## src/inc/bqfac_map.vh

```
// register map, field positions, reset values and phase timing of the biquad control block
`ifndef BQFAC_MAP_VH
`define BQFAC_MAP_VH

// ***************************************************************
// register byte offsets
// ***************************************************************
`define BQ_OFF_GCTL      8'h00
`define BQ_OFF_CCTL      8'h04
`define BQ_OFF_MSTAT     8'h08
`define BQ_OFF_DSTAT     8'h0C
`define BQ_OFF_DBGCTL    8'h10
`define BQ_OFF_DBGADDR   8'h14
`define BQ_OFF_DBGWR     8'h18
`define BQ_OFF_DBGRD     8'h1C

// ***************************************************************
// global control fields
// ***************************************************************
`define BQ_G_EN          0
`define BQ_G_NCH_LO      1
`define BQ_G_NCH_HI      5
`define BQ_G_DMAEN       8
`define BQ_G_CAI         9
`define BQ_G_SS          10
`define BQ_G_CCINTR      11
`define BQ_G_FORTY       12
`define BQ_G_RND_LO      14
`define BQ_G_RND_HI      16
`define BQ_NCH_MAX       5'h17

// ***************************************************************
// channel control fields
// ***************************************************************
`define BQ_C_SEC_LO      0
`define BQ_C_SEC_HI      3
`define BQ_C_WIN_LO      14
`define BQ_C_WIN_HI      23
`define BQ_SEC_MAX       4'hB

// ***************************************************************
// dma status fields
// ***************************************************************
`define BQ_D_CPL         0
`define BQ_D_LOAD        1
`define BQ_D_MAC         2
`define BQ_D_WRBK        3
`define BQ_D_SAVE        4
`define BQ_D_WDONE       5
`define BQ_D_ACDONE      6
`define BQ_D_SLOT_LO     7
`define BQ_D_SLOT_HI     11

// ***************************************************************
// debug control fields
// ***************************************************************
`define BQ_DB_MODE       0
`define BQ_DB_HLD        1
`define BQ_DB_RUN        2
`define BQ_DB_MEM        4
`define BQ_DB_INC        5
`define BQ_DADDR_W       12

// ***************************************************************
// reset values and phase timing in accelerator cycles
// ***************************************************************
`define BQ_RST_REG       32'h0000_0000
`define BQ_CPL_CYC       16'h0004
`define BQ_LD_PER_SEC    16'h0007
`define BQ_WB_CYC        16'h0002
`define BQ_SV_PER_SEC    16'h0002

`endif

```

## src/hw/bqfac_cnt.v

```verilog
// loadable down counter timing one sequencer phase
`timescale 1ns/10ps
module bqfac_cnt (
    input  wire        pclk,
    input  wire        presetn,
    input  wire        load,
    input  wire [15:0] load_val,
    input  wire        dec,
    output wire        zero
);
    reg [15:0] cnt_ff;

    always @(posedge pclk or negedge presetn) begin
        if (!presetn) begin
            cnt_ff <= 16'h0000;
        end else if (load) begin
            cnt_ff <= load_val;
        end else if (dec && (cnt_ff != 16'h0000)) begin
            cnt_ff <= cnt_ff - 16'h0001;
        end
    end

    assign zero = (cnt_ff == 16'h0000);
endmodule

```

## src/hw/bqfac_top.v

```verilog
// apb control, status, debug and channel sequencer of the biquad accelerator
`timescale 1ns/10ps
`include "bqfac_map.vh"

// What this block does
// accelerator runs only while the global enable bit is set
// channels processed equal channel count field plus one, 0 to 23
// global bit 8 enables or disables dma transfers
// auto iterate loops to first channel, else idle after last channel
// save state stores each channel's delay elements to internal memory
// interrupt after every channel or only after all channels
// bit 12 selects 32-bit or 40-bit floating point
// three-bit field selects the rounding mode
// each channel cascades section count plus one biquads, 0 to 11
// window field sets samples per block, one means per sample
// read-only mac status shows multiplier and adder zero, inf, invalid
// status bits 0-3 show pointer load, coef load, mac, writeback
// status bit 4 high while one channel's state is saved
// software polls pointer load and save bits low after all done
// channel done bit sticky, cleared by read, granularity-independent
// all channels done bit sticky, cleared by read
// status bits 11-7 show current slot, zero is the last
// debug bit 0 enables debug mode
// debug bit 1 single-steps mac or holds data per memory access
// writing 1 to debug bit 2 releases mac, self clears next cycle
// debug bit 4 opens indirect memory access, bit 5 auto-increments
// step, hold and release act only in debug mode
module bqfac_top (
    input  wire                   pclk,
    input  wire                   presetn,
    input  wire                   psel,
    input  wire                   penable,
    input  wire                   pwrite,
    input  wire [7:0]             paddr,
    input  wire [31:0]            pwdata,
    output reg  [31:0]            prdata,
    output reg                    pready,
    output reg                    pslverr,
    input  wire [5:0]             mac_flags,
    input  wire [31:0]            mem_rdata,
    output reg                    mac_step,
    output reg                    hold_data,
    output reg                    irq,
    output reg                    save_wr,
    output reg  [4:0]             save_chan,
    output reg                    extended_float_sel,
    output reg  [2:0]             round_mode,
    output reg                    mem_we,
    output reg                    mem_re,
    output reg  [`BQ_DADDR_W-1:0] mem_addr,
    output reg  [31:0]            mem_wdata
);
    // ***********************************************************
    // sequencer states
    // ***********************************************************
    localparam [6:0] ST_IDLE = 7'b000_0001;
    localparam [6:0] ST_CPL  = 7'b000_0010;
    localparam [6:0] ST_LOAD = 7'b000_0100;
    localparam [6:0] ST_MAC  = 7'b000_1000;
    localparam [6:0] ST_WRBK = 7'b001_0000;
    localparam [6:0] ST_SAVE = 7'b010_0000;
    localparam [6:0] ST_NEXT = 7'b100_0000;

    function hit;
        input [7:0] a;
        input [7:0] off;
        begin
            hit = (a == off);
        end
    endfunction

    function mapped;
        input [7:0] a;
        begin
            mapped = hit(a, `BQ_OFF_GCTL) | hit(a, `BQ_OFF_CCTL) |
                     hit(a, `BQ_OFF_MSTAT) | hit(a, `BQ_OFF_DSTAT) |
                     hit(a, `BQ_OFF_DBGCTL) | hit(a, `BQ_OFF_DBGADDR) |
                     hit(a, `BQ_OFF_DBGWR) | hit(a, `BQ_OFF_DBGRD);
        end
    endfunction

    // control registers
    reg        accel_enable_ff;
    reg [4:0]  channel_count_ff;
    reg        dma_enable_ff;
    reg        auto_iterate_ff;
    reg        save_state_ff;
    reg        per_channel_irq_ff;
    reg [3:0]  section_count_ff;
    reg [9:0]  block_size_ff;
    reg        debug_enable_ff;
    reg        step_or_hold_ff;
    reg        mac_release_ff;
    reg        local_mem_access_ff;
    reg        debug_addr_autoinc_ff;
    // status
    reg [5:0]  mac_stat_ff;
    reg        channel_done_ff;
    reg        all_channels_done_ff;
    reg [4:0]  current_slot_ff;
    // sequencer
    reg [6:0]  state_ff;
    reg [6:0]  nxt_state;
    reg [4:0]  chan_ff;
    reg [4:0]  nxt_chan;
    reg        cnt_load;
    reg [15:0] cnt_val;
    reg        chan_done_evt;
    reg        all_done_evt;
    reg        phase_en;
    reg [31:0] rd_mux;
    wire       cnt_zero;

    // ***********************************************************
    // apb decode
    // ***********************************************************
    wire apb_setup  = psel & ~penable;
    wire apb_access = psel & penable & pready;
    wire wr_acc     = apb_access & pwrite;
    wire rd_acc     = apb_access & ~pwrite;
    wire dbg_mem_on = debug_enable_ff & local_mem_access_ff;
    wire rd_dstat   = rd_acc & hit(paddr, `BQ_OFF_DSTAT);
    wire dbg_wr     = wr_acc & hit(paddr, `BQ_OFF_DBGWR) & dbg_mem_on;
    wire dbg_rd     = rd_acc & hit(paddr, `BQ_OFF_DBGRD) & dbg_mem_on;

    // ***********************************************************
    // derived sequencer quantities
    // ***********************************************************
    wire [15:0] sec_p1  = {12'h000, section_count_ff} + 16'h0001;
    // a window of zero is treated as one sample to avoid a stuck phase
    wire [15:0] win_eff = (block_size_ff == 10'h000) ? 16'h0001 :
                          {6'h00, block_size_ff};
    wire [15:0] mac_len = sec_p1 * win_eff;
    wire [15:0] ld_len  = sec_p1 * `BQ_LD_PER_SEC;
    wire [15:0] sv_len  = sec_p1 * `BQ_SV_PER_SEC;
    wire        release_eff = mac_release_ff & debug_enable_ff;
    // step and hold both freeze the mac; release lets one step through
    wire        mac_adv = (debug_enable_ff & step_or_hold_ff) ?
                          release_eff : 1'b1;
    wire        go = accel_enable_ff & dma_enable_ff;

    bqfac_cnt u_phase_cnt (
        .pclk     (pclk),
        .presetn  (presetn),
        .load     (cnt_load),
        .load_val (cnt_val),
        .dec      (phase_en),
        .zero     (cnt_zero)
    );

    // ***********************************************************
    // channel sequencer
    // ***********************************************************
    always @* begin
        nxt_state     = state_ff;
        nxt_chan      = chan_ff;
        cnt_load      = 1'b0;
        cnt_val       = 16'h0000;
        chan_done_evt = 1'b0;
        all_done_evt  = 1'b0;
        // memory phases stall while dma is off instead of aborting
        phase_en      = dma_enable_ff;
        case (state_ff)
            ST_IDLE: begin
                phase_en = 1'b0;
                if (go) begin
                    nxt_state = ST_CPL;
                    nxt_chan  = 5'h00;
                    cnt_load  = 1'b1;
                    cnt_val   = `BQ_CPL_CYC - 16'h0001;
                end
            end
            ST_CPL: begin
                if (cnt_zero && phase_en) begin
                    nxt_state = ST_LOAD;
                    cnt_load  = 1'b1;
                    cnt_val   = ld_len - 16'h0001;
                end
            end
            ST_LOAD: begin
                if (cnt_zero && phase_en) begin
                    nxt_state = ST_MAC;
                    cnt_load  = 1'b1;
                    cnt_val   = mac_len - 16'h0001;
                end
            end
            ST_MAC: begin
                phase_en = mac_adv;
                if (cnt_zero && phase_en) begin
                    nxt_state = ST_WRBK;
                    cnt_load  = 1'b1;
                    cnt_val   = `BQ_WB_CYC - 16'h0001;
                end
            end
            ST_WRBK: begin
                if (cnt_zero && phase_en) begin
                    cnt_load = 1'b1;
                    if (save_state_ff) begin
                        nxt_state = ST_SAVE;
                        cnt_val   = sv_len - 16'h0001;
                    end else begin
                        nxt_state = ST_NEXT;
                    end
                end
            end
            ST_SAVE: begin
                if (cnt_zero && phase_en) begin
                    nxt_state = ST_NEXT;
                end
            end
            ST_NEXT: begin
                phase_en      = 1'b0;
                chan_done_evt = 1'b1;
                cnt_load      = 1'b1;
                cnt_val       = `BQ_CPL_CYC - 16'h0001;
                if (chan_ff >= channel_count_ff) begin
                    all_done_evt = 1'b1;
                    nxt_chan     = 5'h00;
                    nxt_state    = auto_iterate_ff ? ST_CPL : ST_IDLE;
                end else begin
                    nxt_chan  = chan_ff + 5'h01;
                    nxt_state = ST_CPL;
                end
            end
            default: begin
                nxt_state = ST_IDLE;
                phase_en  = 1'b0;
            end
        endcase
        // clearing the enable abandons the frame at once
        if (!accel_enable_ff) begin
            nxt_state     = ST_IDLE;
            nxt_chan      = 5'h00;
            chan_done_evt = 1'b0;
            all_done_evt  = 1'b0;
        end
    end

    always @(posedge pclk or negedge presetn) begin
        if (!presetn) begin
            state_ff        <= ST_IDLE;
            chan_ff         <= 5'h00;
            current_slot_ff <= 5'h00;
        end else begin
            state_ff        <= nxt_state;
            chan_ff         <= nxt_chan;
            current_slot_ff <= channel_count_ff - nxt_chan;
        end
    end

    // ***********************************************************
    // status capture
    // ***********************************************************
    genvar gi;
    generate
        for (gi = 0; gi < 6; gi = gi + 1) begin : g_mac_stat
            always @(posedge pclk or negedge presetn) begin
                if (!presetn) begin
                    mac_stat_ff[gi] <= 1'b0;
                end else begin
                    mac_stat_ff[gi] <= mac_flags[gi];
                end
            end
        end
    endgenerate

    // only bits that the read returned are cleared; a new event wins
    always @(posedge pclk or negedge presetn) begin
        if (!presetn) begin
            channel_done_ff      <= 1'b0;
            all_channels_done_ff <= 1'b0;
        end else begin
            channel_done_ff <= chan_done_evt | (channel_done_ff &
                ~(rd_dstat & prdata[`BQ_D_WDONE]));
            all_channels_done_ff <= all_done_evt | (all_channels_done_ff &
                ~(rd_dstat & prdata[`BQ_D_ACDONE]));
        end
    end

    // ***********************************************************
    // register writes
    // ***********************************************************
    always @(posedge pclk or negedge presetn) begin
        if (!presetn) begin
            accel_enable_ff       <= 1'b0;
            channel_count_ff      <= 5'h00;
            dma_enable_ff         <= 1'b0;
            auto_iterate_ff       <= 1'b0;
            save_state_ff         <= 1'b0;
            per_channel_irq_ff    <= 1'b0;
            extended_float_sel    <= 1'b0;
            round_mode            <= 3'h0;
            section_count_ff      <= 4'h0;
            block_size_ff         <= 10'h000;
            debug_enable_ff       <= 1'b0;
            step_or_hold_ff       <= 1'b0;
            mac_release_ff        <= 1'b0;
            local_mem_access_ff   <= 1'b0;
            debug_addr_autoinc_ff <= 1'b0;
        end else begin
            mac_release_ff <= 1'b0;
            if (wr_acc && hit(paddr, `BQ_OFF_GCTL)) begin
                accel_enable_ff <= pwdata[`BQ_G_EN];
                // out-of-range counts are clamped to the last legal value
                channel_count_ff <=
                    (pwdata[`BQ_G_NCH_HI:`BQ_G_NCH_LO] > `BQ_NCH_MAX) ?
                    `BQ_NCH_MAX : pwdata[`BQ_G_NCH_HI:`BQ_G_NCH_LO];
                dma_enable_ff      <= pwdata[`BQ_G_DMAEN];
                auto_iterate_ff    <= pwdata[`BQ_G_CAI];
                save_state_ff      <= pwdata[`BQ_G_SS];
                per_channel_irq_ff <= pwdata[`BQ_G_CCINTR];
                extended_float_sel <= pwdata[`BQ_G_FORTY];
                round_mode <= pwdata[`BQ_G_RND_HI:`BQ_G_RND_LO];
            end
            if (wr_acc && hit(paddr, `BQ_OFF_CCTL)) begin
                section_count_ff <=
                    (pwdata[`BQ_C_SEC_HI:`BQ_C_SEC_LO] > `BQ_SEC_MAX) ?
                    `BQ_SEC_MAX : pwdata[`BQ_C_SEC_HI:`BQ_C_SEC_LO];
                block_size_ff <= pwdata[`BQ_C_WIN_HI:`BQ_C_WIN_LO];
            end
            if (wr_acc && hit(paddr, `BQ_OFF_DBGCTL)) begin
                debug_enable_ff       <= pwdata[`BQ_DB_MODE];
                step_or_hold_ff       <= pwdata[`BQ_DB_HLD];
                mac_release_ff        <= pwdata[`BQ_DB_RUN];
                local_mem_access_ff   <= pwdata[`BQ_DB_MEM];
                debug_addr_autoinc_ff <= pwdata[`BQ_DB_INC];
            end
        end
    end

    // ***********************************************************
    // indirect memory access
    // ***********************************************************
    always @(posedge pclk or negedge presetn) begin
        if (!presetn) begin
            mem_addr  <= {`BQ_DADDR_W{1'b0}};
            mem_wdata <= `BQ_RST_REG;
            mem_we    <= 1'b0;
            mem_re    <= 1'b0;
        end else begin
            mem_we <= dbg_wr;
            mem_re <= dbg_rd;
            if (dbg_wr) begin
                mem_wdata <= pwdata;
            end
            if (wr_acc && hit(paddr, `BQ_OFF_DBGADDR)) begin
                mem_addr <= pwdata[`BQ_DADDR_W-1:0];
            end else if ((dbg_wr || dbg_rd) && debug_addr_autoinc_ff) begin
                mem_addr <= mem_addr + {{(`BQ_DADDR_W-1){1'b0}}, 1'b1};
            end
        end
    end

    // ***********************************************************
    // datapath strobes and interrupt
    // ***********************************************************
    always @(posedge pclk or negedge presetn) begin
        if (!presetn) begin
            mac_step  <= 1'b0;
            hold_data <= 1'b0;
            irq       <= 1'b0;
            save_wr   <= 1'b0;
            save_chan <= 5'h00;
        end else begin
            mac_step  <= (state_ff == ST_MAC) & mac_adv & accel_enable_ff;
            hold_data <= dbg_mem_on & step_or_hold_ff;
            irq       <= per_channel_irq_ff ? chan_done_evt :
                         all_done_evt;
            save_wr   <= (state_ff == ST_SAVE) & dma_enable_ff;
            save_chan <= chan_ff;
        end
    end

    // ***********************************************************
    // apb read path, one wait-free access cycle
    // ***********************************************************
    always @* begin
        rd_mux = `BQ_RST_REG;
        case (1'b1)
            hit(paddr, `BQ_OFF_GCTL): begin
                rd_mux[`BQ_G_EN]                   = accel_enable_ff;
                rd_mux[`BQ_G_NCH_HI:`BQ_G_NCH_LO]  = channel_count_ff;
                rd_mux[`BQ_G_DMAEN]                = dma_enable_ff;
                rd_mux[`BQ_G_CAI]                  = auto_iterate_ff;
                rd_mux[`BQ_G_SS]                   = save_state_ff;
                rd_mux[`BQ_G_CCINTR]               = per_channel_irq_ff;
                rd_mux[`BQ_G_FORTY]                = extended_float_sel;
                rd_mux[`BQ_G_RND_HI:`BQ_G_RND_LO]  = round_mode;
            end
            hit(paddr, `BQ_OFF_CCTL): begin
                rd_mux[`BQ_C_SEC_HI:`BQ_C_SEC_LO]  = section_count_ff;
                rd_mux[`BQ_C_WIN_HI:`BQ_C_WIN_LO]  = block_size_ff;
            end
            hit(paddr, `BQ_OFF_MSTAT): begin
                rd_mux[5:0] = mac_stat_ff;
            end
            hit(paddr, `BQ_OFF_DSTAT): begin
                rd_mux[`BQ_D_CPL]    = (state_ff == ST_CPL);
                rd_mux[`BQ_D_LOAD]   = (state_ff == ST_LOAD);
                rd_mux[`BQ_D_MAC]    = (state_ff == ST_MAC);
                rd_mux[`BQ_D_WRBK]   = (state_ff == ST_WRBK);
                rd_mux[`BQ_D_SAVE]   = (state_ff == ST_SAVE);
                rd_mux[`BQ_D_WDONE]  = channel_done_ff;
                rd_mux[`BQ_D_ACDONE] = all_channels_done_ff;
                rd_mux[`BQ_D_SLOT_HI:`BQ_D_SLOT_LO] = current_slot_ff;
            end
            hit(paddr, `BQ_OFF_DBGCTL): begin
                rd_mux[`BQ_DB_MODE] = debug_enable_ff;
                rd_mux[`BQ_DB_HLD]  = step_or_hold_ff;
                rd_mux[`BQ_DB_RUN]  = mac_release_ff;
                rd_mux[`BQ_DB_MEM]  = local_mem_access_ff;
                rd_mux[`BQ_DB_INC]  = debug_addr_autoinc_ff;
            end
            hit(paddr, `BQ_OFF_DBGADDR): begin
                rd_mux[`BQ_DADDR_W-1:0] = mem_addr;
            end
            hit(paddr, `BQ_OFF_DBGRD): begin
                rd_mux = dbg_mem_on ? mem_rdata : `BQ_RST_REG;
            end
            default: begin
                rd_mux = `BQ_RST_REG;
            end
        endcase
    end

    always @(posedge pclk or negedge presetn) begin
        if (!presetn) begin
            prdata  <= `BQ_RST_REG;
            pready  <= 1'b0;
            pslverr <= 1'b0;
        end else begin
            pready  <= apb_setup;
            pslverr <= apb_setup & ~mapped(paddr);
            if (apb_setup) begin
                prdata <= pwrite ? `BQ_RST_REG : rd_mux;
            end
        end
    end
endmodule

```

## config.mk

```make
export PLATFORM = sky130hd
export DESIGN_NAME = bqfac_top
export DESIGN_NICKNAME = d
export VERILOG_FILES = /design/src/hw/bqfac_cnt.v /design/src/hw/bqfac_top.v
export VERILOG_INCLUDE_DIRS = /design/src /design/src/inc
export SDC_FILE = /design/constraint.sdc
export NUM_CORES = 1
export LEC_CHECK = 0
export BUFFER_PORTS_ARGS = -buffer_cell sky130_fd_sc_hd__buf_4
export CAP_MARGIN = 20
export CORE_MARGIN = 1.5
export CORE_UTILIZATION = 50
export DETAILED_ROUTE_END_ITERATION = 16
export GPL_TIMING_DRIVEN = 0
export HOLD_SLACK_MARGIN = 0.05
export PLACE_DENSITY = 0.82
export SLEW_MARGIN = 20
export SYNTH_ARGS = -nofsm -noshare
export SYNTH_HDL_FRONTEND = slang
export SYNTH_SLANG_ARGS = --single-unit
```

## constraint.sdc

```tcl
create_clock -name pclk -period 9.2 [get_ports pclk]
set_clock_uncertainty 0.05 [all_clocks]
set_input_delay 1.38 -clock pclk [delete_from_list [all_inputs] [get_ports pclk]]
set_output_delay 1.38 -clock pclk [all_outputs]
set_load 0.01 [all_outputs]
```

# Word-level counts from Yosys, hierarchy flattened
# Cells that the tools add are included.
[totals]
reg_bits = 163
input_bits = 83
output_inout_bits = 93
[op_classes]
add_sub_neg = 8
mul = 2
n_lt_le_gt_ge = 3
eq_ne = 20
muxes = 114
n_bitwise = 37
n_reduce_logical = 18
[op_table]
columns = ["cell", "n"]
rows = [
  ["2-to-1 mux 7 bit", 15],
  ["2-to-1 mux 16 bit", 6],
  ["one-hot mux 16 bit (6 select lines)", 1],
  ["2-to-1 mux 32 bit", 2],
  ["2-to-1 mux 8 bit", 7],
  ["one-hot mux 7 bit (7 select lines)", 1],
  ["2-to-1 mux 3 bit", 14],
  ["2-to-1 mux 2 bit", 17],
  ["2-to-1 mux 1 bit", 33],
  ["equality test 8 x 5 -> 1 bit (second input constant)", 4],
  ["2-to-1 mux 4 bit", 8],
  ["2-to-1 mux 12 bit", 2],
  ["bitwise AND 1 bit", 23],
  ["2-to-1 mux 5 bit", 4],
  ["!= test 3 bit (second input constant)", 6],
  ["equality test 8 x 4 -> 1 bit (second input constant)", 2],
  ["logical NOT 16 bit", 1],
  ["nonzero test 16 bit", 1],
  ["subtractor 15 x 1 -> 16 bit (second input constant)", 1],
  ["subtractor 16 x 1 -> 16 bit (second input constant)", 1],
  ["multiplier 5 x 10 -> 15 bit", 1],
  ["adder 12 x 1 -> 12 bit (second input constant)", 1],
  ["logical NOT 10 bit", 1],
  ["2-to-1 mux 10 bit", 1],
  ["other kinds (29)", 49],
]

# Logic depth before layout (Yosys ltp)
# Gate-level depths: netlist of run 1.
[logic_depth]
depth_word = 10
depth_mapped = 19
mapped_depth_nobuf = 18

# Hierarchy
# A second synthesis of run 1 with hierarchy kept.
[unflattened]
hier_cells = 1127
area_unflattened_um2 = 10764.1
[by_module_without_submodules]
columns = ["mod", "n_inst", "cells_per_inst", "area_per_inst_um2", "seq_area_each_um2"]
rows = [
  ["bqfac_top", 1, 1003, 9700.6, 3679.8],
  ["bqfac_cnt", 1, 124, 1063.5, 400.4],
]

# Worst setup path after synthesis of run 1
# OpenSTA, ideal clock, no wires.
[synth_timing]
path_type = "register to register"
start = "register section_count_ff[0]"
end = "register u_phase_cnt.cnt_ff[13]"
t_arrival_ps = 4635
required_ps = 9031
setup_slack_ps = 4396
stages_incl_launch_ff = 18
path_buffers = 1
cell_sequence = "dfrtp_1 inv_1 ha_1 clkbuf_1 nor2b_1 fa_1 fa_1 inv_1 fa_1 inv_1 ha_1 nand3_1 o2111ai_1 a2111oi_0 nor2_1 mux2i_1 or3_1 o21ba_2"
[synth_via]
elab_chain_cells = 6
word_cells_on_any_way = 12
[synth_rtl]
columns = ["item", "line_no", "text"]
rows = [
  ["start: declaration", "bqfac_top.v:89", "reg [3:0] section_count_ff;"],
  ["start signal: assignment", "bqfac_top.v:316", "section_count_ff <="],
  ["adder 4 x 1 -> 5 bit *", "bqfac_top.v:129", "wire [15:0] sec_p1 = {12'h000, section_count_ff} + 16'h0001;"],
  ["multiplier 5 x 10 -> 15 bit (tied with other cells)", "bqfac_top.v:133", "wire [15:0] mac_len = sec_p1 * win_eff;"],
  ["subtractor 15 x 1 -> 16 bit (tied with other cells)", "bqfac_top.v:184", "cnt_val = mac_len - 16'h0001;"],
  ["2-to-1 mux 16 bit (on tied branches)", "bqfac_top.v:181, bqfac_top.v:174, bqfac_top.v:196", ""],
  ["one-hot mux 16 bit (6 select lines) *", "bqfac_top.v:163", "case (state_ff)"],
  ["2-to-1 mux 16 bit *", "bqfac_cnt.v:16", "end else if (load) begin"],
  ["end signal: assignment", "bqfac_cnt.v:17", "cnt_ff <= load_val;"],
  ["end signal: assignment", "bqfac_cnt.v:19", "cnt_ff <= cnt_ff - 16'h0001;"],
  ["end: declaration", "bqfac_cnt.v:11", "reg [15:0] cnt_ff;"],
]
# Every way passes the cells marked *; elsewhere a longest branch is shown, timed or not.
# A chain may end at the register's enable or synchronous reset.

# Worst setup path in the final report of run 1
[layout_timing]
start = "register section_count_ff[2]"
end = "register u_phase_cnt.cnt_ff[8]"
# The elaborated chain is that of the path after synthesis.

==> results.sh, run 1 <==
export IMPL_timing_final_ws_setup_ns=3.13
export IMPL_avgViaCountPerCell=5.99
export IMPL_min_period_ns=6.07
export IMPL_hp_class="flip-flop to flip-flop"
export IMPL_rows=52
export IMPL_die_area_um2=21700
export IMPL_detail_route_wl_per_cell_um=19.1
export IMPL_fin_crit_sh=0.660
export IMPL_max_freq_ghz=0.165
export IMPL_chipWidth_um=147
export IMPL_async_flop_share=1.00
export IMPL_netlist_area_um2=10400
export IMPL_worstSetupPathType="flip-flop to flip-flop"
export IMPL_synth_warning_count=0
export IMPL_ys_seq_elements=163
export IMPL_portBuffers=175
export IMPL_arrival_ns=6.34
export IMPL_final_area_um2=12700
export IMPL_synth_top_area_cell="dfrtp_1"
export IMPL_cts_sinks=163
export IMPL_final_nets=1511
export IMPL_drc_errors=0
export IMPL_dieHeight_um=147
export IMPL_endpoint_kind="flip-flop"
export IMPL_worst_pin_slew_ns=1.01
export IMPL_avgSynthCellArea_um2=9.15
export IMPL_clockBufferDepth=2
export IMPL_hold_buffers=0
export IMPL_layout_common_cells="nand2_1, buf_4, dfrtp_1"
export IMPL_antenna_found_initial=0
export IMPL_area_growth_syn_to_layout_pct=22.2
export IMPL_drv_cap=0
export IMPL_powerDensity_nw_per_um2=129
export IMPL_synth_top_area_share=0.388
export IMPL_start_util=0.512
export IMPL_cts_setup_buffers=0
export IMPL_numCtsBuffers=17
export IMPL_first_global_vias=9602
export IMPL_postRouteAntennaNets=0
export IMPL_clock_latency_ns=0.44
export IMPL_drt_pass1_iterations=7
export IMPL_n_antenna_cell=0
export IMPL_vias=9698
export IMPL_drtIter0Drc=1109
export IMPL_cts_clk_slew_worst_paths_ns=0.07
export IMPL_final_common_cell="nand2_1"
export IMPL_ir_drop_v=0.000128
export IMPL_gp_congestion=0.964
export IMPL_ys_seq_area_frac=0.391
export IMPL_placement_cell_area_um2=12200
export IMPL_dpl_hpwl_um=23000
export IMPL_setup_violations=0
export IMPL_io_pins=176
export IMPL_grt_ovfl_total=0
export IMPL_synth_main_ff_cell="dfrtp_1"
export IMPL_clock_root_buffer="clkbuf_16"
export IMPL_grt_pass1_wl_um=49700
export IMPL_synth_nets=1315
export IMPL_final_max_slew_violation_count=0
export IMPL_required_ns=9.47
export IMPL_slew_limit_headroom=0.322
export IMPL_final_hold_violation_count=0
export IMPL_rsz0062_at_grt="false"
export IMPL_p_leak_nw=6.31
export IMPL_core_um2=20400
export IMPL_drive_above_1_share=0.196
export IMPL_grtUsageTotal=0.290
export IMPL_crit_fanout=12
export IMPL_drt_wl_total_um=31000
export IMPL_dpl_worst_slack_ns=3.34
export IMPL_grt_max_degree=58
export IMPL_critPathLaunchType="flip-flop"
export IMPL_synth_cell_type_count=78
export IMPL_h_tree_depth=4
export IMPL_outcome="complete, no violations"
export IMPL_synth_edf_count=0
export IMPL_tns_ns=0
export IMPL_syn_inst=1141
export IMPL_ys_top_cells_by_area="dfrtp_1, ha_1, nand2_1, fa_1, inv_1"
export IMPL_cts_tree="built"
export IMPL_cts_resized=0
-- area by class of cell --
| type | instances | area, um2 |
|---|---|---|
| Inverter | 104 | 395 |
| Multi-Input combinational cell | 825 | 5770 |
| Tap cell | 270 | 338 |
| Buffer | 49 | 196 |
| Timing Repair Buffer | 177 | 1380 |
| Sequential cell | 163 | 4080 |
| Clock inverter | 15 | 164 |
| Clock buffer | 17 | 425 |
| Fill cell | 1642 | 7620 |
-- path summary, 6_finish.rpt --
check | startpoint | end | slack (ns) | depth (start not counted)
hold reg to reg | chan_ff[1] | save_chan[1] | 0.41 | 0
hold / removal | chan_ff[1] | save_chan[1] | 0.41 | 0
setup / recovery | section_count_ff[2] | u_phase_cnt.cnt_ff[8] | 3.13 | 16
max in group asynchronous | presetn | section_count_ff[3] | 7.37 | 3
min in group asynchronous | presetn | prdata[17] | 0.81 | 1
setup reg to reg | section_count_ff[2] | u_phase_cnt.cnt_ff[8] | 3.13 | 16
-- per-stage QoR --
stage	std cells	utilization	hold slack [ns]	power, mW
finish	1620	0.626	0.408	1.64
global route	1620	0.626	0.444	1.69
CTS	1620	0.626	0.411	1.64
detailed placement	1588	0.597	0.399	0.933
global placement	1586	0.594	0.400	0.926
floorplan	1141	-	0.355	0.847
-- worst max-delay path, cell delays in order, from the launching register on --
cell,delay [ns]
dfrtp_1,0.33
clkbuf_1,0.39
nand3_1,0.16
xnor2_1,0.47
clkbuf_1,0.57
inv_1,0.23
ha_1,0.35
inv_1,0.07
fa_1,0.43
ha_1,0.37
and3_1,0.19
a2111oi_0,0.86
a21oi_1,0.25
mux2i_1,0.32
nor2_1,0.47
o21ai_0,0.19
a22o_1,0.24
-- kinds of logic (layout without fill, tap and decap cells) --
group	count (synthesis)	in the layout	synth area share
compound gates	251	251	0.167
xor+xnor	33	33	0.0277
fa+ha+maj	91	91	0.132
buf+inv	153	362	0.0567
flops	163	163	0.391
mux	31	31	0.0328
simple gates	419	419	0.193
-- flip-flops by register name, summed over array words and instances (netlist names), 3 cells and up --
| signal | cells |
|---|---|
| block_size_ff | 10 |
| chan_ff | 5 |
| channel_count_ff | 5 |
| current_slot_ff | 5 |
| mac_stat_ff | 6 |
| mem_addr | 12 |
| mem_wdata | 32 |
| prdata | 32 |
| round_mode | 3 |
| save_chan | 5 |
| section_count_ff | 4 |
| state_ff | 7 |
| u_phase_cnt.cnt_ff | 16 |
-- synth_stat cells, types with 23 or more instances --
master	number
ha_1	59
nor2b_1	23
nor2_1	61
clkbuf_1	41
a21oi_1	51
inv_1	103
nand2_1	192
fa_1	32
mux2_2	26
o21ai_0	51
dfrtp_1	162
-- metal layers --
metal / GRT usage / up-vias / wire length [um]
li1: - / 4375 / -
met1: 0.376 / 4672 / 12200
met2: 0.465 / 554 / 14800
met3: 0.0707 / 97 / 3000
met4: 0.122 / 0 / 1040
met5: 0 / - / 0
-- report_power, final --
part | internal [mW] | switching, mW
combinational | 0.0730 | 0.117
sequential | 0.725 | 0.00964
clock | 0.365 | 0.351
(Power assumes the default switching activity.)
==> inputs of run 2 (changes only) <==
--- a/config.mk
+++ b/config.mk
@@ -13,7 +13,7 @@
 export DETAILED_ROUTE_END_ITERATION = 16
 export GPL_TIMING_DRIVEN = 0
 export HOLD_SLACK_MARGIN = 0.05
-export PLACE_DENSITY = 0.82
+export PLACE_DENSITY = 0.85
 export SLEW_MARGIN = 20
 export SYNTH_ARGS = -nofsm -noshare
 export SYNTH_HDL_FRONTEND = slang
==> constraint.sdc (replaced) <==
create_clock -name pclk -period 5.45 [get_ports pclk]
set_clock_uncertainty 0.05 [all_clocks]
set_input_delay 0.8175 -clock pclk [delete_from_list [all_inputs] [get_ports pclk]]
set_output_delay 0.8175 -clock pclk [all_outputs]
set_load 0.01 [all_outputs]
==> run 2 against run 1 <==
Compared with the run above: sequential share of layout area barely moved; highest routed layer unchanged; wire length barely moved; cell area rose by 0.19%; worst setup slack got worse by 2.9 ns; largest cell class unchanged; combinational power rose by 69%; global-route usage rose by 0.15 points; register-to-register slack got worse by 2.9 ns; total power rose by 72%; via count rose by 0.10%; critical path depth did not move; largest power group is now the clock network; sequential power rose by 69%.
==> results.sh, run 2 (synthesis gave the netlist of run 1 again) <==
export IMPL_ff2ff_setup_slack_ns=0.24
export IMPL_crit_chain="clkinvlp_4, ha_2, nor2b_1, fa_1, ha_1, inv_1, fa_1, inv_1, ha_1, a21oi_1, o2111ai_1, a2111oi_1, nor2_1, mux2i_1, or3_1, o21ba_2"
export IMPL_p_leak_nw=6.30
export IMPL_io_pins=176
export IMPL_outcome="complete, no violations"
export IMPL_hold_buffers=0
export IMPL_drive_above_1_share=0.204
export IMPL_start_util=0.512
export IMPL_avgViaCountPerCell=6.00
export IMPL_final_common_cell="nand2_1"
export IMPL_chipWidth_um=147
export IMPL_endpoint_kind="flip-flop"
export IMPL_setup_violations=0
export IMPL_seqPwrFrac=0.441
export IMPL_slowest_delay_ns=0.59
export IMPL_grtUsageTotal=0.291
export IMPL_drtIter0Drc=1125
export IMPL_dieHeight_um=147
export IMPL_critPathLaunchType="flip-flop"
export IMPL_required_ns=5.73
export IMPL_cts_tree="built"
export IMPL_switching_share=0.275
export IMPL_worstSetupPathType="flip-flop to flip-flop"
export IMPL_worst_pin_slew_ns=1.12
export IMPL_vias=9708
export IMPL_crit_fanout=15
export IMPL_drt_wl_total_um=31000
export IMPL_core_um2=20400
export IMPL_postRouteAntennaNets=0
export IMPL_hp_class="input pin to asynchronous set/reset pin"
export IMPL_dpl_hpwl_um=22900
export IMPL_crit_buf_inv=3
export IMPL_intPower_mw=2.04
export IMPL_clkPwrFrac=0.445
export IMPL_top_regs="mem_wdata: 32 flops, prdata: 32 flops, u_phase_cnt.cnt_ff: 16 flops"
export IMPL_p_comb_frac=0.114
export IMPL_fin_crit_sh=0.956
export IMPL_min_period_ns=5.21
export IMPL_area_growth_syn_to_layout_pct=22.4
export IMPL_drv_cap=0
export IMPL_final_nets=1510
export IMPL_n_antenna_cell=0
export IMPL_grt_ovfl_total=0
export IMPL_portBuffers=175
export IMPL_cts_clk_slew_worst_paths_ns=0.07
export IMPL_h_tree_depth=4
export IMPL_ir_drop_v=0.000221
export IMPL_arrival_ns=5.49
export IMPL_numCtsBuffers=17
export IMPL_powerDensity_nw_per_um2=220
export IMPL_final_hold_violation_count=0
export IMPL_p_switching_mw=0.775
export IMPL_clock_latency_ns=0.44
export IMPL_first_global_vias=9611
export IMPL_critPathSlowestCell="ha_2"
export IMPL_cts_sinks=163
export IMPL_tns_ns=0
export IMPL_final_max_slew_violation_count=0
export IMPL_die_area_um2=21700
export IMPL_r2r_start="section_count_ff[0]"
export IMPL_antenna_found_initial=0
export IMPL_drc_errors=0
export IMPL_cp_top_family="adder cells"
export IMPL_rsz0062_at_grt="false"
export IMPL_drt_pass1_iterations=6
export IMPL_gp_congestion=0.930
export IMPL_grt_max_degree=100
export IMPL_rows=52
export IMPL_clockBufferDepth=2
export IMPL_layout_common_cells="nand2_1, buf_4, dfrtp_1"
export IMPL_detail_route_wl_per_cell_um=19.2
export IMPL_fill_cells=1636
export IMPL_r2r_cells=16
export IMPL_clock_root_buffer="clkbuf_16"
export IMPL_timing_rr_end="u_phase_cnt.cnt_ff[13]"
export IMPL_power_mw=2.82
export IMPL_postLayoutCoreUtil=0.627
export IMPL_grt_pass1_wl_um=50200
export IMPL_max_freq_ghz=0.192
export IMPL_slew_limit_headroom=0.248
run 2: cell types whose count changed in the layout (fill, tap and decap cells not counted), moves of 3 or more:
cell	change
clkbuf_1	-3
buf_4	+3
clkinvlp_4	+3
clkinv_4	+3
clkinv_8	-4
run 2: worst max path at each step:
stage	start	endpoint	slack (ns)	cells past startpoint
floorplan	section_count_ff[0]	u_phase_cnt.cnt_ff[13]	0.65	17
CTS	section_count_ff[2]	u_phase_cnt.cnt_ff[8]	0.05	16
global route	section_count_ff[0]	u_phase_cnt.cnt_ff[13]	0.005	18
detailed placement	section_count_ff[2]	u_phase_cnt.cnt_ff[8]	-0.34	16
finish	section_count_ff[0]	u_phase_cnt.cnt_ff[13]	0.24	16
global placement	section_count_ff[2]	u_phase_cnt.cnt_ff[8]	-0.24	16
run 2: worst reg2reg max path, stage by stage (launching register included):
cell and delay (ns):
dfrtp_2 0.50, clkinvlp_4 0.24, ha_2 0.59, nor2b_1 0.12, fa_1 0.48, ha_1 0.29
inv_1 0.06, fa_1 0.59, inv_1 0.06, ha_1 0.29, a21oi_1 0.28, o2111ai_1 0.26
a2111oi_1 0.44, nor2_1 0.14, mux2i_1 0.17, or3_1 0.33, o21ba_2 0.20
run 2: power by group through the flow:
| stage | registers, mW | logic (mW) | clock network (mW) |
|---|---|---|---|
| final | 1.24 | 0.321 | 1.25 |
| after global routing | 1.24 | 0.351 | 1.30 |
| after CTS | 1.24 | 0.314 | 1.26 |
| after detailed placement | 1.26 | 0.312 | 0 |
| after global placement | 1.26 | 0.302 | 0 |
| after floorplan | 1.26 | 0.171 | 0 |
run 2: final cells by class:
class | count | area (um2) | share of cell area
clock buffers | 19 | 433 | 0.0339
repair buffers | 179 | 1370 | 0.107
inverters | 104 | 403 | 0.0315
well taps | 270 | 338 | 0.0264
clock inverters | 13 | 165 | 0.0129
plain buffers | 46 | 188 | 0.0147
flip-flops and latches | 163 | 4080 | 0.320
multi-input cells | 825 | 5790 | 0.453
run 2: metal layers:
metal,wire (um),track usage,up-vias
met3,2680,0.0651,76
met2,14900,0.474,543
li1,-,-,4358
met4,859,0.101,0
met5,0,0,-
met1,12600,0.385,4731
run 2: what timing repair did:
action,4_1_cts,5_1_grt
endpoints found under the setup margin,8,8
resized for setup,3,11
buffers inserted,0,3
run 2: through the flow:
stage,hold WS [ns],std cells,setup WS [ns],instance area [um2]
floorplan,0.355,1141,0.646,10400
finish,0.285,1619,0.241,12800
detailed placement,0.405,1587,-0.335,12100
global route,0.311,1619,0.00549,12800
global placement,0.403,1586,-0.245,12100
CTS,0.291,1618,0.0483,12700
==> inputs of run 3 (changes only) <==
--- a/config.mk
+++ b/config.mk
@@ -6,6 +6,7 @@
 export SDC_FILE = /design/constraint.sdc
 export NUM_CORES = 1
 export LEC_CHECK = 0
+export ABC_AREA = 1
 export BUFFER_PORTS_ARGS = -buffer_cell sky130_fd_sc_hd__buf_4
 export CAP_MARGIN = 20
 export CORE_MARGIN = 1.5
==> run 3 against run 2 <==
Compared with the run above: non-clock buffer count decreased by 16; flip-flop and latch count did not move; global-route usage hardly changed; largest power group is now registers; critical path type unchanged; sequential power grew 14%; worst hold slack got worse by 0.014 ns.
==> results.sh, run 3 <==
export IMPL_vias=10710
export IMPL_ys_seq_area_frac=0.368
export IMPL_postRouteAntennaNets=0
export IMPL_gp_congestion=0.966
export IMPL_setup_violations=0
export IMPL_dpl_hpwl_um=26000
export IMPL_final_nets=1853
export IMPL_synth_common_cells="nand2_1, inv_1, dfrtp_1"
export IMPL_core_um2=21800
export IMPL_top_layer_used="met5"
export IMPL_final_max_slew_violation_count=0
export IMPL_synth_top_area_share=0.366
export IMPL_outcome="complete, no violations"
export IMPL_clock_root_buffer="clkbuf_16"
export IMPL_postLayoutCoreUtil=0.614
export IMPL_io_pins=176
export IMPL_p_comb_frac=0.312
export IMPL_place_inst=1940
export IMPL_grt_max_degree=85
export IMPL_critPathSlowestCell="ha_1"
export IMPL_cts_setup_buffers=0
export IMPL_area_growth_syn_to_layout_pct=20.5
export IMPL_multi_input_area_um2=5930
export IMPL_p_leak_nw=7.15
export IMPL_avgViaCountPerCell=5.43
export IMPL_min_period_ns=5.07
export IMPL_crit_chain="clkinv_1, ha_1, clkbuf_2, nor2_1, fa_1, fa_1, inv_1, fa_1, inv_1, ha_1, a21oi_1, nand3_1, a21o_1, or2_2, nand3_1, nand2_1, nand2_1, nand2_1"
export IMPL_chipWidth_um=152
export IMPL_cts_tree="built"
export IMPL_synth_edf_count=0
export IMPL_worstSetupPathType="flip-flop to flip-flop"
export IMPL_worst_hold_slack_ns=0.272
export IMPL_ys_seq_elements=163
export IMPL_critPathLaunchType="flip-flop"
export IMPL_clockBufferDepth=2
export IMPL_avgSynthCellArea_um2=7.47
export IMPL_async_flop_share=1.00
export IMPL_detail_route_wl_per_cell_um=16.9
export IMPL_n_antenna_cell=0
export IMPL_required_ns=5.74
export IMPL_rows=54
export IMPL_h_tree_depth=4
export IMPL_synth_top_area_cell="dfrtp_1"
export IMPL_ir_drop_v=0.000201
export IMPL_first_global_vias=10564
export IMPL_netlist_area_um2=11100
export IMPL_endpoint_kind="flip-flop"
export IMPL_seqPwrFrac=0.368
export IMPL_drc_errors=0
export IMPL_wl_met1_um=13600
export IMPL_grt_ovfl_total=0
export IMPL_grt_pass1_wl_um=54000
export IMPL_drt_wl_total_um=33300
export IMPL_die_area_um2=23100
export IMPL_finalNonFillerCells=1972
export IMPL_fin_crit_sh=0.930
export IMPL_placement_cell_area_um2=12800
export IMPL_antenna_found_initial=1
export IMPL_synth_cell_type_count=52
export IMPL_ys_top_cells_by_area="dfrtp_1, nand2_1, inv_1, ha_1, fa_1"
export IMPL_synth_nets=1658
export IMPL_layout_common_cells="nand2_1, inv_1, buf_4"
export IMPL_fill_cells=1868
export IMPL_max_freq_ghz=0.197
export IMPL_syn_inst=1484
export IMPL_arrival_ns=5.36
export IMPL_p_switching_mw=1.41
export IMPL_dieHeight_um=152
export IMPL_final_common_cell="nand2_1"
export IMPL_start_util=0.510
export IMPL_top_regs="mem_wdata: 32 flops, prdata: 32 flops, u_phase_cnt.cnt_ff: 16 flops"
export IMPL_wl_met3_um=2850
export IMPL_portBuffers=175
export IMPL_synth_most_common_cell="nand2_1"
export IMPL_powerDensity_nw_per_um2=286
export IMPL_final_area_um2=13400
export IMPL_intPower_mw=2.41
export IMPL_synth_main_ff_cell="dfrtp_1"
export IMPL_cts_clk_slew_worst_paths_ns=0.07
export IMPL_worst_pin_slew_ns=0.686
export IMPL_drt_pass1_iterations=5
export IMPL_numCtsBuffers=17
export IMPL_clock_latency_ns=0.44
export IMPL_final_hold_violation_count=0
export IMPL_seq_area_um2=4080
export IMPL_slowest_delay_ns=0.53
export IMPL_drive_above_1_share=0.163
export IMPL_clkPwrFrac=0.320
export IMPL_drv_cap=0
export IMPL_hp_class="input pin to asynchronous set/reset pin"
export IMPL_tns_ns=0
export IMPL_switching_share=0.368
export IMPL_synth_warning_count=0
export IMPL_cts_sinks=163
export IMPL_rsz0062_at_grt="false"
export IMPL_grtUsageTotal=0.291
export IMPL_slew_limit_headroom=0.543
export IMPL_wl_met2_um=15700
export IMPL_crit_fanout=10
export IMPL_drtIter0Drc=1051
## run 3: metal layers
metal | up-vias | track usage
met5 | - | 0
met4 | 2 | 0.118
met3 | 76 | 0.0536
met2 | 504 | 0.480
met1 | 5032 | 0.380
li1 | 5096 | -
## run 3: timing repair
| item | in CTS | in global routing |
|---|---|---|
| hold buffers | 0 | 0 |
| gates resized for setup | 0 | 2 |
| endpoints found under the setup margin | 0 | 6 |
## run 3: worst paths after layout
path,from,end,slack (ns),depth (start not counted)
min in group pclk,chan_ff[0],save_chan[0],0.41,0
setup reg to reg,section_count_ff[0],u_phase_cnt.cnt_ff[10],0.38,18
hold / removal,presetn,u_phase_cnt.cnt_ff[9],0.27,1
setup / recovery,section_count_ff[0],u_phase_cnt.cnt_ff[10],0.38,18
hold reg to reg,chan_ff[0],save_chan[0],0.41,0
max in group asynchronous,presetn,prdata[26],4.25,2
## run 3: cell families (layout without fill, tap and decap cells)
| family | count (synthesis) | after routing | share of synthesized area |
|---|---|---|---|
| AO/OA/AOI/OAI | 220 | 220 | 0.109 |
| XOR/XNOR | 30 | 30 | 0.0237 |
| adder cells (fa/ha/maj) | 91 | 91 | 0.124 |
| buffers and inverters | 276 | 484 | 0.0968 |
| flip-flops | 163 | 163 | 0.368 |
| AND/OR/NAND/NOR | 704 | 704 | 0.278 |
## run 3: power groups by stage
stage	Sequential, mW	Combinational, mW	Clock, mW
final	1.41	1.19	1.22
after global routing	1.42	1.35	1.27
after detailed placement	1.42	1.18	0
after global placement	1.42	1.14	0
after floorplan	1.41	0.858	0
after CTS	1.40	1.19	1.23
## run 3: metrics by stage
stage | worst slack, ns | power [mW]
6_report | 0.380 | 3.82
3_5_place_dp | 0.253 | 2.60
3_3_place_gp | 0.266 | 2.56
4_1_cts | 0.220 | 3.82
2_1_floorplan | 0.974 | 2.26
5_1_grt | 0.0578 | 4.04
## run 3: worst max-delay path: cells and delay by family, from the launching register on
family / cells / cell delay, ns
buffers and inverters: 4 / 0.74
AO/OA/AOI/OAI: 2 / 0.50
flip-flops: 1 / 0.49
adder cells (fa/ha/maj): 5 / 2.41
AND/OR/NAND/NOR: 7 / 0.78
## run 3: cell type report
cell class,count,area share
flip-flops and latches,163,0.305
clock buffers,20,0.0342
well taps,280,0.0262
multi-input cells,1045,0.444
repair buffers,176,0.101
inverters,243,0.0686
clock inverters,12,0.00890
plain buffers,33,0.0118
